$ cat config.mk
export PLATFORM = sky130hd
export DESIGN_NAME = pre_reset_entry
export DESIGN_NICKNAME = d
export VERILOG_FILES = /design/src/pre_pkg.sv /design/src/pre_sync.sv /design/src/pre_reset_entry.sv
export SDC_FILE = /design/constraint.sdc
export NUM_CORES = 1
export LEC_CHECK = 0
export BUFFER_PORTS_ARGS = -buffer_cell sky130_fd_sc_hd__buf_2
export CAP_MARGIN = 10
export CORE_MARGIN = 3
export CORE_UTILIZATION = 37
export CTS_CLUSTER_DIAMETER = 60
export DETAILED_ROUTE_END_ITERATION = 12
export HOLD_SLACK_MARGIN = 0.05
export PLACE_DENSITY = 0.72
export SLEW_MARGIN = 20
export SYNTH_ARGS = -nofsm -noshare
export SYNTH_HDL_FRONTEND = slang
export SYNTH_SLANG_ARGS = --single-unit
$ cat constraint.sdc
create_clock -name ref_clk -period 1.5 [get_ports ref_clk]
set_input_delay 0.225 -clock ref_clk [delete_from_list [all_inputs] [get_ports ref_clk]]
set_output_delay 0.225 -clock ref_clk [all_outputs]
set_load 0.005 [all_outputs]
$ cat src/pre_pkg.sv
// Package for the processor reset entry block: types and constants
package pre_pkg;

  // Synchroniser depth for pin inputs
  localparam int unsigned SYNC_STAGES = 3;

  // Reset values
  localparam logic       TEST_MODE_RST = 1'b0;
  // Pulled-up pins idle high; the reset pin counts as held until seen
  localparam logic       PIN_IDLE_RST  = 1'b1;
  localparam logic       RST_PIN_RST   = 1'b0;

  // Pin group with weak pull-ups during reset
  typedef struct packed {
    logic       lock_n;          // Bus lock pin
    logic       addr19_test_strap; // Top address pin
    logic [2:0] upper_addr_bits; // Next three address pins
  } pre_pins_t;

  // Reset entry state
  typedef enum logic [1:0] {
    PRE_ST_RESET = 2'b00,
    PRE_ST_RUN   = 2'b01
  } pre_state_t;

endpackage

$ cat src/pre_sync.sv
// Three-stage synchroniser with agreement-based change detection
`timescale 1ns/1ps
module pre_sync #(
  parameter logic RST_VAL = pre_pkg::PIN_IDLE_RST  // Level assumed before the pin is seen
) (
  input  wire logic ref_clk,
  input  wire logic rst_n,
  input  wire logic async_in,
  output logic      sync_out
);
  import pre_pkg::*;

  logic [SYNC_STAGES-1:0] sh_reg;   // Shift chain
  logic [SYNC_STAGES-1:0] sh_next;
  logic                   out_reg;  // Accepted level
  logic                   out_next;

  // Next values; stage 0 is only read by stage 1
  always_comb begin
    sh_next  = {sh_reg[SYNC_STAGES-2:0], async_in};
    out_next = out_reg;
    if (sh_reg[SYNC_STAGES-2] == sh_reg[SYNC_STAGES-1]) begin
      out_next = sh_reg[SYNC_STAGES-1];
    end
  end

  // Registers; reset level chosen per pin by the instance
  always_ff @(posedge ref_clk) begin
    if (!rst_n) begin
      sh_reg  <= {SYNC_STAGES{RST_VAL}};
      out_reg <= RST_VAL;
    end else begin
      sh_reg  <= sh_next;
      out_reg <= out_next;
    end
  end

  assign sync_out = out_reg;
endmodule

$ cat src/pre_reset_entry.sv
// Reset entry logic: reset hold, bus abort, pin float and test strap
`timescale 1ns/1ps
// How it works
// Stay in reset while reset input low
// Source holds reset until clocks stable
// Source asserts reset during power-up
// Reset aborts running bus cycle immediately
// Reset turns lock/address pins to pulled-up inputs
// Only top address low selects test mode
// Latch test mode from strap at release
module pre_reset_entry (
  input  wire logic          ref_clk,
  input  wire logic          rst_n,
  input  wire logic          ext_reset_n,
  input  pre_pkg::pre_pins_t pins_in,
  input  pre_pkg::pre_pins_t pins_drv,
  input  pre_pkg::pre_pins_t pins_drv_oe,
  input  wire logic          bus_cycle_active,
  output pre_pkg::pre_pins_t pins_out,
  output pre_pkg::pre_pins_t pins_oe,
  output pre_pkg::pre_pins_t pins_pullup,
  output logic               core_reset,
  output logic               bus_abort,
  output logic               test_mode
);
  import pre_pkg::*;

  logic       ext_rst_sync;  // Synchronised reset pin level
  logic       strap_sync;    // Synchronised top address level
  pre_state_t st_reg;        // Reset entry state
  pre_state_t st_next;
  logic       test_reg;      // Latched test mode
  logic       test_next;
  logic       abort_reg;     // Abort pulse register
  logic       abort_next;
  pre_pins_t  out_reg;       // Registered pin drive
  pre_pins_t  out_next;

  // Pin group flattened so one loop covers every pin
  localparam int unsigned PIN_W = $bits(pre_pins_t);
  logic [PIN_W-1:0] drv_oe_vec;  // Core enables, one bit a pin
  logic [PIN_W-1:0] oe_vec;      // Enables after the reset gate
  logic [PIN_W-1:0] pu_vec;      // Pull-up requests per pin

  // State decode shared by the reset output and the checks
  function automatic logic st_is_reset(input pre_state_t s);
    return (s == PRE_ST_RESET);
  endfunction

  // Reset pin from the external source; parked at asserted so the
  // core cannot slip out of reset before the chain has filled
  pre_sync #(.RST_VAL(RST_PIN_RST)) u_rst_sync (
    .ref_clk  (ref_clk),
    .rst_n    (rst_n),
    .async_in (ext_reset_n),
    .sync_out (ext_rst_sync)
  );

  // Strap pin is external too
  pre_sync #(.RST_VAL(PIN_IDLE_RST)) u_strap_sync (
    .ref_clk  (ref_clk),
    .rst_n    (rst_n),
    .async_in (pins_in.addr19_test_strap),
    .sync_out (strap_sync)
  );

  // Next state; source keeps reset low through power-up and clock start
  // Strap and reset pin share one sync depth, so the strap level
  // seen at release is the level the pin had when reset rose
  // Lock and lower address pins are never looked at here
  always_comb begin
    st_next    = st_reg;
    test_next  = test_reg;
    abort_next = 1'b0;
    out_next   = pins_drv;
    case (st_reg)
      PRE_ST_RESET: begin
        if (ext_rst_sync) begin
          st_next   = PRE_ST_RUN;
          // Only the top address pin counts, others ignored
          test_next = ~strap_sync;
        end
      end
      PRE_ST_RUN: begin
        if (!ext_rst_sync) begin
          st_next    = PRE_ST_RESET;
          abort_next = bus_cycle_active;
        end
      end
      default: begin
        st_next = PRE_ST_RESET;
      end
    endcase
  end

  // State registers
  always_ff @(posedge ref_clk) begin
    if (!rst_n) begin
      // Block reset: core held, pins parked high
      st_reg    <= PRE_ST_RESET;
      test_reg  <= TEST_MODE_RST;
      abort_reg <= 1'b0;
      out_reg   <= '1;
    end else begin
      st_reg    <= st_next;
      test_reg  <= test_next;
      abort_reg <= abort_next;
      out_reg   <= out_next;
    end
  end

  // Combinational reset entry so abort is not a cycle late
  logic in_reset;
  assign in_reset    = st_is_reset(st_reg) || !ext_rst_sync;
  assign core_reset  = in_reset;
  // Bus logic must drop its cycle while this is high
  assign bus_abort   = in_reset & bus_cycle_active;
  // Pin view as plain vectors for the per-pin loop
  assign drv_oe_vec  = pins_drv_oe;
  assign pins_oe     = oe_vec;
  assign pins_pullup = pu_vec;
  // Registered drive; only reaches the pad once the enable is back
  assign pins_out    = out_reg;
  // Latched strap decision, latched again at the release of every warm reset
  assign test_mode   = test_reg;

  // Per-pin float: every pin of the group behaves the same
  for (genvar g = 0; g < PIN_W; g++) begin : g_pin
    // Enable dropped at once, not at the next edge
    assign oe_vec[g] = in_reset ? 1'b0 : drv_oe_vec[g];
    // Weak pull-up only while held, so pads never float low
    assign pu_vec[g] = in_reset;

    // While the synced reset pin is low every pin must be undriven and pulled up
    property p_pin_float;
      @(posedge ref_clk) disable iff (!rst_n)
        !ext_rst_sync |-> (!oe_vec[g] && pu_vec[g]);
    endproperty
    a_pin_float: assert property (p_pin_float) else $error("pin driven in reset");
  end

  // Reset keeps pins undriven
  property p_float;
    @(posedge ref_clk) disable iff (!rst_n)
      st_is_reset(st_reg) |-> (pins_oe == '0 && pins_pullup == '1);
  endproperty
  a_float: assert property (p_float) else $error("pins driven in reset");

  // Outside reset the core owns the enables and no pull-up acts
  property p_run_pins;
    @(posedge ref_clk) disable iff (!rst_n)
      !core_reset |-> (pins_oe == pins_drv_oe && pins_pullup == '0);
  endproperty
  a_run_pins: assert property (p_run_pins) else $error("pins wrong while running");

  // Drive register follows the core one cycle late
  property p_out;
    @(posedge ref_clk) disable iff (!rst_n)
      $past(rst_n) |-> (pins_out == $past(pins_drv));
  endproperty
  a_out: assert property (p_out) else $error("pin drive not registered");

  // Abort whenever the synced pin is low and a cycle runs
  property p_abort;
    @(posedge ref_clk) disable iff (!rst_n)
      (!ext_rst_sync && bus_cycle_active) |-> bus_abort;
  endproperty
  a_abort: assert property (p_abort) else $error("bus cycle not aborted");

  // No abort may reach the bus while the core runs
  property p_no_abort;
    @(posedge ref_clk) disable iff (!rst_n)
      !core_reset |-> !bus_abort;
  endproperty
  a_no_abort: assert property (p_no_abort) else $error("abort outside reset");

  // Entry record only set when the abort was shown on the bus
  property p_abort_entry;
    @(posedge ref_clk) disable iff (!rst_n)
      abort_reg |-> $past(bus_abort);
  endproperty
  a_abort_entry: assert property (p_abort_entry) else $error("abort record wrong");

  // Stays in reset while pin low
  property p_hold;
    @(posedge ref_clk) disable iff (!rst_n)
      !ext_rst_sync |=> (st_reg == PRE_ST_RESET);
  endproperty
  a_hold: assert property (p_hold) else $error("left reset early");

  // Core reset rises in the cycle the synced pin falls
  property p_entry;
    @(posedge ref_clk) disable iff (!rst_n)
      $fell(ext_rst_sync) |-> core_reset;
  endproperty
  a_entry: assert property (p_entry) else $error("reset entry late");

  // Test mode follows strap at release
  property p_strap;
    @(posedge ref_clk) disable iff (!rst_n)
      (st_is_reset(st_reg) && ext_rst_sync) |=> (test_mode == !$past(strap_sync));
  endproperty
  a_strap: assert property (p_strap) else $error("strap not latched");

  // A high strap selects nothing, whatever the other pins show
  property p_refuse;
    @(posedge ref_clk) disable iff (!rst_n)
      (st_is_reset(st_reg) && ext_rst_sync && strap_sync) |=> !test_mode;
  endproperty
  a_refuse: assert property (p_refuse) else $error("test mode without strap");

  // Test mode untouched while the pin still holds reset
  property p_test_hold;
    @(posedge ref_clk) disable iff (!rst_n)
      (st_is_reset(st_reg) && !ext_rst_sync) |=> $stable(test_mode);
  endproperty
  a_test_hold: assert property (p_test_hold) else $error("test mode moved in reset");

  // Test mode stable while running
  property p_stable;
    @(posedge ref_clk) disable iff (!rst_n)
      (st_reg == PRE_ST_RUN && $past(st_reg) == PRE_ST_RUN) |-> $stable(test_mode);
  endproperty
  a_stable: assert property (p_stable) else $error("test mode changed");
endmodule

Yosys cells after proc, flatten, opt, wreduce, memory -nomap -nowiden. Index checks and enable logic that the tools add are counted.

Register bits after elaboration: 16. Input port bits: 19. Output and inout bits: 18. Logic and storage cells: 29.

Eq/ne operators: 5. Multiplexer cells: 8. Bitwise operators: 2. Reductions and logical operators: 5.

Operators with widths (number): 1-bit 2-to-1 mux (5); 2-bit 2-to-1 mux (2); 2-bit case mux with 2 select lines (1); 2-bit AND reduction (2); 1-bit equality test (2); 2-bit by 1-bit equality test with 1-bit output (second input constant) (1); 2-bit zero test (1); 2-bit by 1-bit != test with 1-bit output (second input constant) (1); 2-bit != test (second input constant) (1); 1-bit bitwise AND (1); 1-bit zero test (1); 1-bit logical OR (1); 1-bit NOT (1).

Depth between registers and ports, before layout.
Depth in word-level cells: 3. Depth in mapped cells: 4. Mapped depth without buffers: 4.

Cells and area by module. Synthesis repeated with hierarchy kept, for this count alone.

Cell total of the unflattened synthesis: 51. Area, all modules: 536.8 sq um.

By module, submodules not included: pre_reset_entry (instances 1, cells an instance 31, area each 307.8 sq um, seq. area each 140.1 sq um); pre_sync at u_rst_sync (instances 1, cells an instance 10, area each 116.4 sq um, seq. area each 80.1 sq um); pre_sync at u_strap_sync (instances 1, cells an instance 10, area each 112.6 sq um, seq. area each 80.1 sq um).

Worst setup path before layout. No wires, ideal clock.

Kind: reg-to-output. From: register u_rst_sync.out_reg, in the netlist u_rst_sync.sync_out. To: output pins_pullup[0] (netlist name). Arrival: 0.826 ns. Data required time: 1.275 ns. Path slack: 0.449 ns. Cell stages (with the launch flop): 4. Path buffers: 1. Cells stage by stage: dfxtp_1 ha_1 inv_1 buf_4.

Word-level cells in the longest chain between the ends: 2.

RTL lines: start: declaration (RTL line pre_sync.sv:15) `logic out_reg;`; start signal: assignment (RTL line pre_sync.sv:34) `out_reg <= out_next;`; 1-bit zero test (RTL line pre_reset_entry.sv:114) `assign in_reset = st_is_reset(st_reg) || !ext_rst_sync;`; 1-bit logical OR (RTL line pre_reset_entry.sv:114); end: declaration (RTL line pre_reset_entry.sv:21) `output pre_pkg::pre_pins_t pins_pullup,`.

Every way passes these cells.

==> metrics.cfg <==
[outcome]
status=complete, no violations

[sta]
finalWorstSetupSlack_ns=0.154
rsz0062_at_grt=no
period_needed_ns=1.35
worst_pin_slew_ns=0.221
slew_headroom_pct=85.1
timing.fmax_mhz=743
fin_crit_sh_pct=89.7
finalSetupTns_ns=0
drv_slew=0
finalSetupViolCount=0
skew_ns=0.00604
hold_violations=0
hold_slack_ns=0.126

[critical_path]
crit_required_ns=1.27
start_kind=flip-flop
ff2ff_path_depth=4
ff2ff_setup_slack_ns=0.43
worstPathArrival_ns=1.12
worstSetupStartpoint=u_rst_sync.sync_out
r2r_end=st_reg[0]
worst_setup_path_end_kind=output port
reg2reg_from=st_reg[0]
endpoint=pins_oe[0]
path_max_fanout=7
crit_type=flip-flop to output port

[final_layout]
drive_above_1_share_pct=44.6
layout.nets=105
nFillCells=139
register_area_um2=300
final_cell_mix=buf_2, dfxtp_1, and2_1
final_common_cell=buf_2
syn_to_final_growth_pct=28.2
num_antenna_cells=0
final_cell_area_um2=722
largest_reg_flops=5
final-instance-count-excl-fill=98
multi_input_area_um2=209

[synth]
ys_top_cells_by_area=dfxtp_1, and2_1, buf_4
synth.distinct_cells=16
netlist_instances=53
yosysTopAreaCell=dfxtp_1
syn-cell-area_um2=563
synth-seq-cells=15
ys_seq_area_share_pct=53.3
syn_avg_cell_area_um2=10.6
synthesis.nets=74
ys_warn_count=0
synth_top_area_share_pct=53.3

[routing]
drtIter0Drc=4
num_vias=399
wire_per_inst_um=8.16
routed_wl_um=800
dr.pass1.iters=4
drc=0
antenna_left=0
vias_per_cell=4.07

[floorplanning]
initial_utilization_pct=41.2
coreArea_um2=1370
die_x_um=45.0
row_count=13
design.die.area_um2=2030
boundaryPins=37
die-height_um=45.0

[power_and_ir_drop]
leakage_nw=0.340
power_density_nw_per_um2=1010
vdd_drop_max_mv=0.600

[clock_network]
cts_tree=yes
path_clk_slew_ns=0.08
postCtsSetupBuffers=0
cts_made_buffers=3
cts.sinks=15
cts_buffer_depth=2
htreeDepth=1
root_buffer=clkbuf_4
insertion_delay_ns=0.27

[placed_design]
portBuffers=32
place_ws_ns=0.397
dp_hpwl_um=651
place_area_um2=693
dp_cells=94
gp_congestion=0.580

[grt]
grt_pass1_vias=304
grt_pass1_wl_um=1240
grt_overflow=0
antenna_found_initial=0
grt.total_usage_pct=8.81
grt_max_degree=16

[run]
maxCapViolations=0

[min_path]
hp-class=input port to flip-flop

power by group:
part	internal [mW]	leakage, nW	total (mW)	switching (mW)
clock network	0.103	0.0150	0.211	0.109
logic	0.0534	0.202	0.0817	0.0283
registers	0.424	0.124	0.439	0.0147
logic make-up after synthesis:
family / Yosys count / share of synthesized area (%)
AO/OA/AOI/OAI: 5 / 6.00
buffers and inverters: 8 / 10.0
XOR/XNOR: 1 / 1.56
adder cells (fa/ha/maj): 2 / 4.44
flip-flops: 15 / 53.3
AND/OR/NAND/NOR: 22 / 24.7
synthesized netlist by cell type:
cell      count
a21oi_1       1
a21boi_1      1
nor2b_1       1
buf_6         1
inv_1         2
buf_4         5
and2_1        9
dfxtp_1      15
o21ai_0       2
nor2_1        1
a21boi_2      1
ha_1          2
nand2b_1      5
or2b_1        5
xnor2_1       1
nand2_1       1
layout make-up:
type | instances | share of cell area [%]
clock buffers | 4 | 3.64
inverters | 2 | 1.04
multi-input cells | 30 | 28.9
flip-flops and latches | 15 | 41.6
well taps | 15 | 2.60
repair buffers | 32 | 22.2
worst min path at each step:
| stage | to | depth (start not counted) | from |
|---|---|---|---|
| after floorplan | pins_out[0] | 1 | pins_drv[0] |
| after global placement | u_strap_sync.sh_reg[1] | 1 | u_strap_sync.sh_reg[0] |
| after detailed placement | u_strap_sync.sh_reg[0] | 2 | pins_in[3] |
| after CTS | u_strap_sync.sh_reg[0] | 2 | pins_in[3] |
| after global routing | u_strap_sync.sh_reg[0] | 2 | pins_in[3] |
| final | u_strap_sync.sh_reg[0] | 2 | pins_in[3] |
per-layer routing:
| metal | vias up | share of wire, % | track usage (%) |
|---|---|---|---|
| met5 | - | 0 | 0 |
| met4 | 0 | 1.3 | 7.02 |
| met2 | 20 | 45 | 13.0 |
| met3 | 2 | 12 | 3.59 |
| li1 | 220 | - | - |
| met1 | 157 | 42 | 9.90 |
critical path, stage by stage (launching register included):
cell	delay [ns]
dfxtp_1	0.39
ha_2	0.24
and2_1	0.13
buf_2	0.10
stage by stage:
step | util (%) | power (mW)
after CTS | 52.7 | 0.744
after global routing | 52.8 | 0.779
after detailed placement | 50.7 | 0.530
after floorplan | - | 0.501
final | 52.8 | 0.732
after global placement | 50.7 | 0.527
what timing repair did:
| item | in CTS | in global routing |
|---|---|---|
| gates resized for setup | 0 | 1 |
| setup endpoints to repair | 0 | 11 |
| hold buffers | 0 | 0 |
No activity file was read; power rests on OpenSTA's default activity.
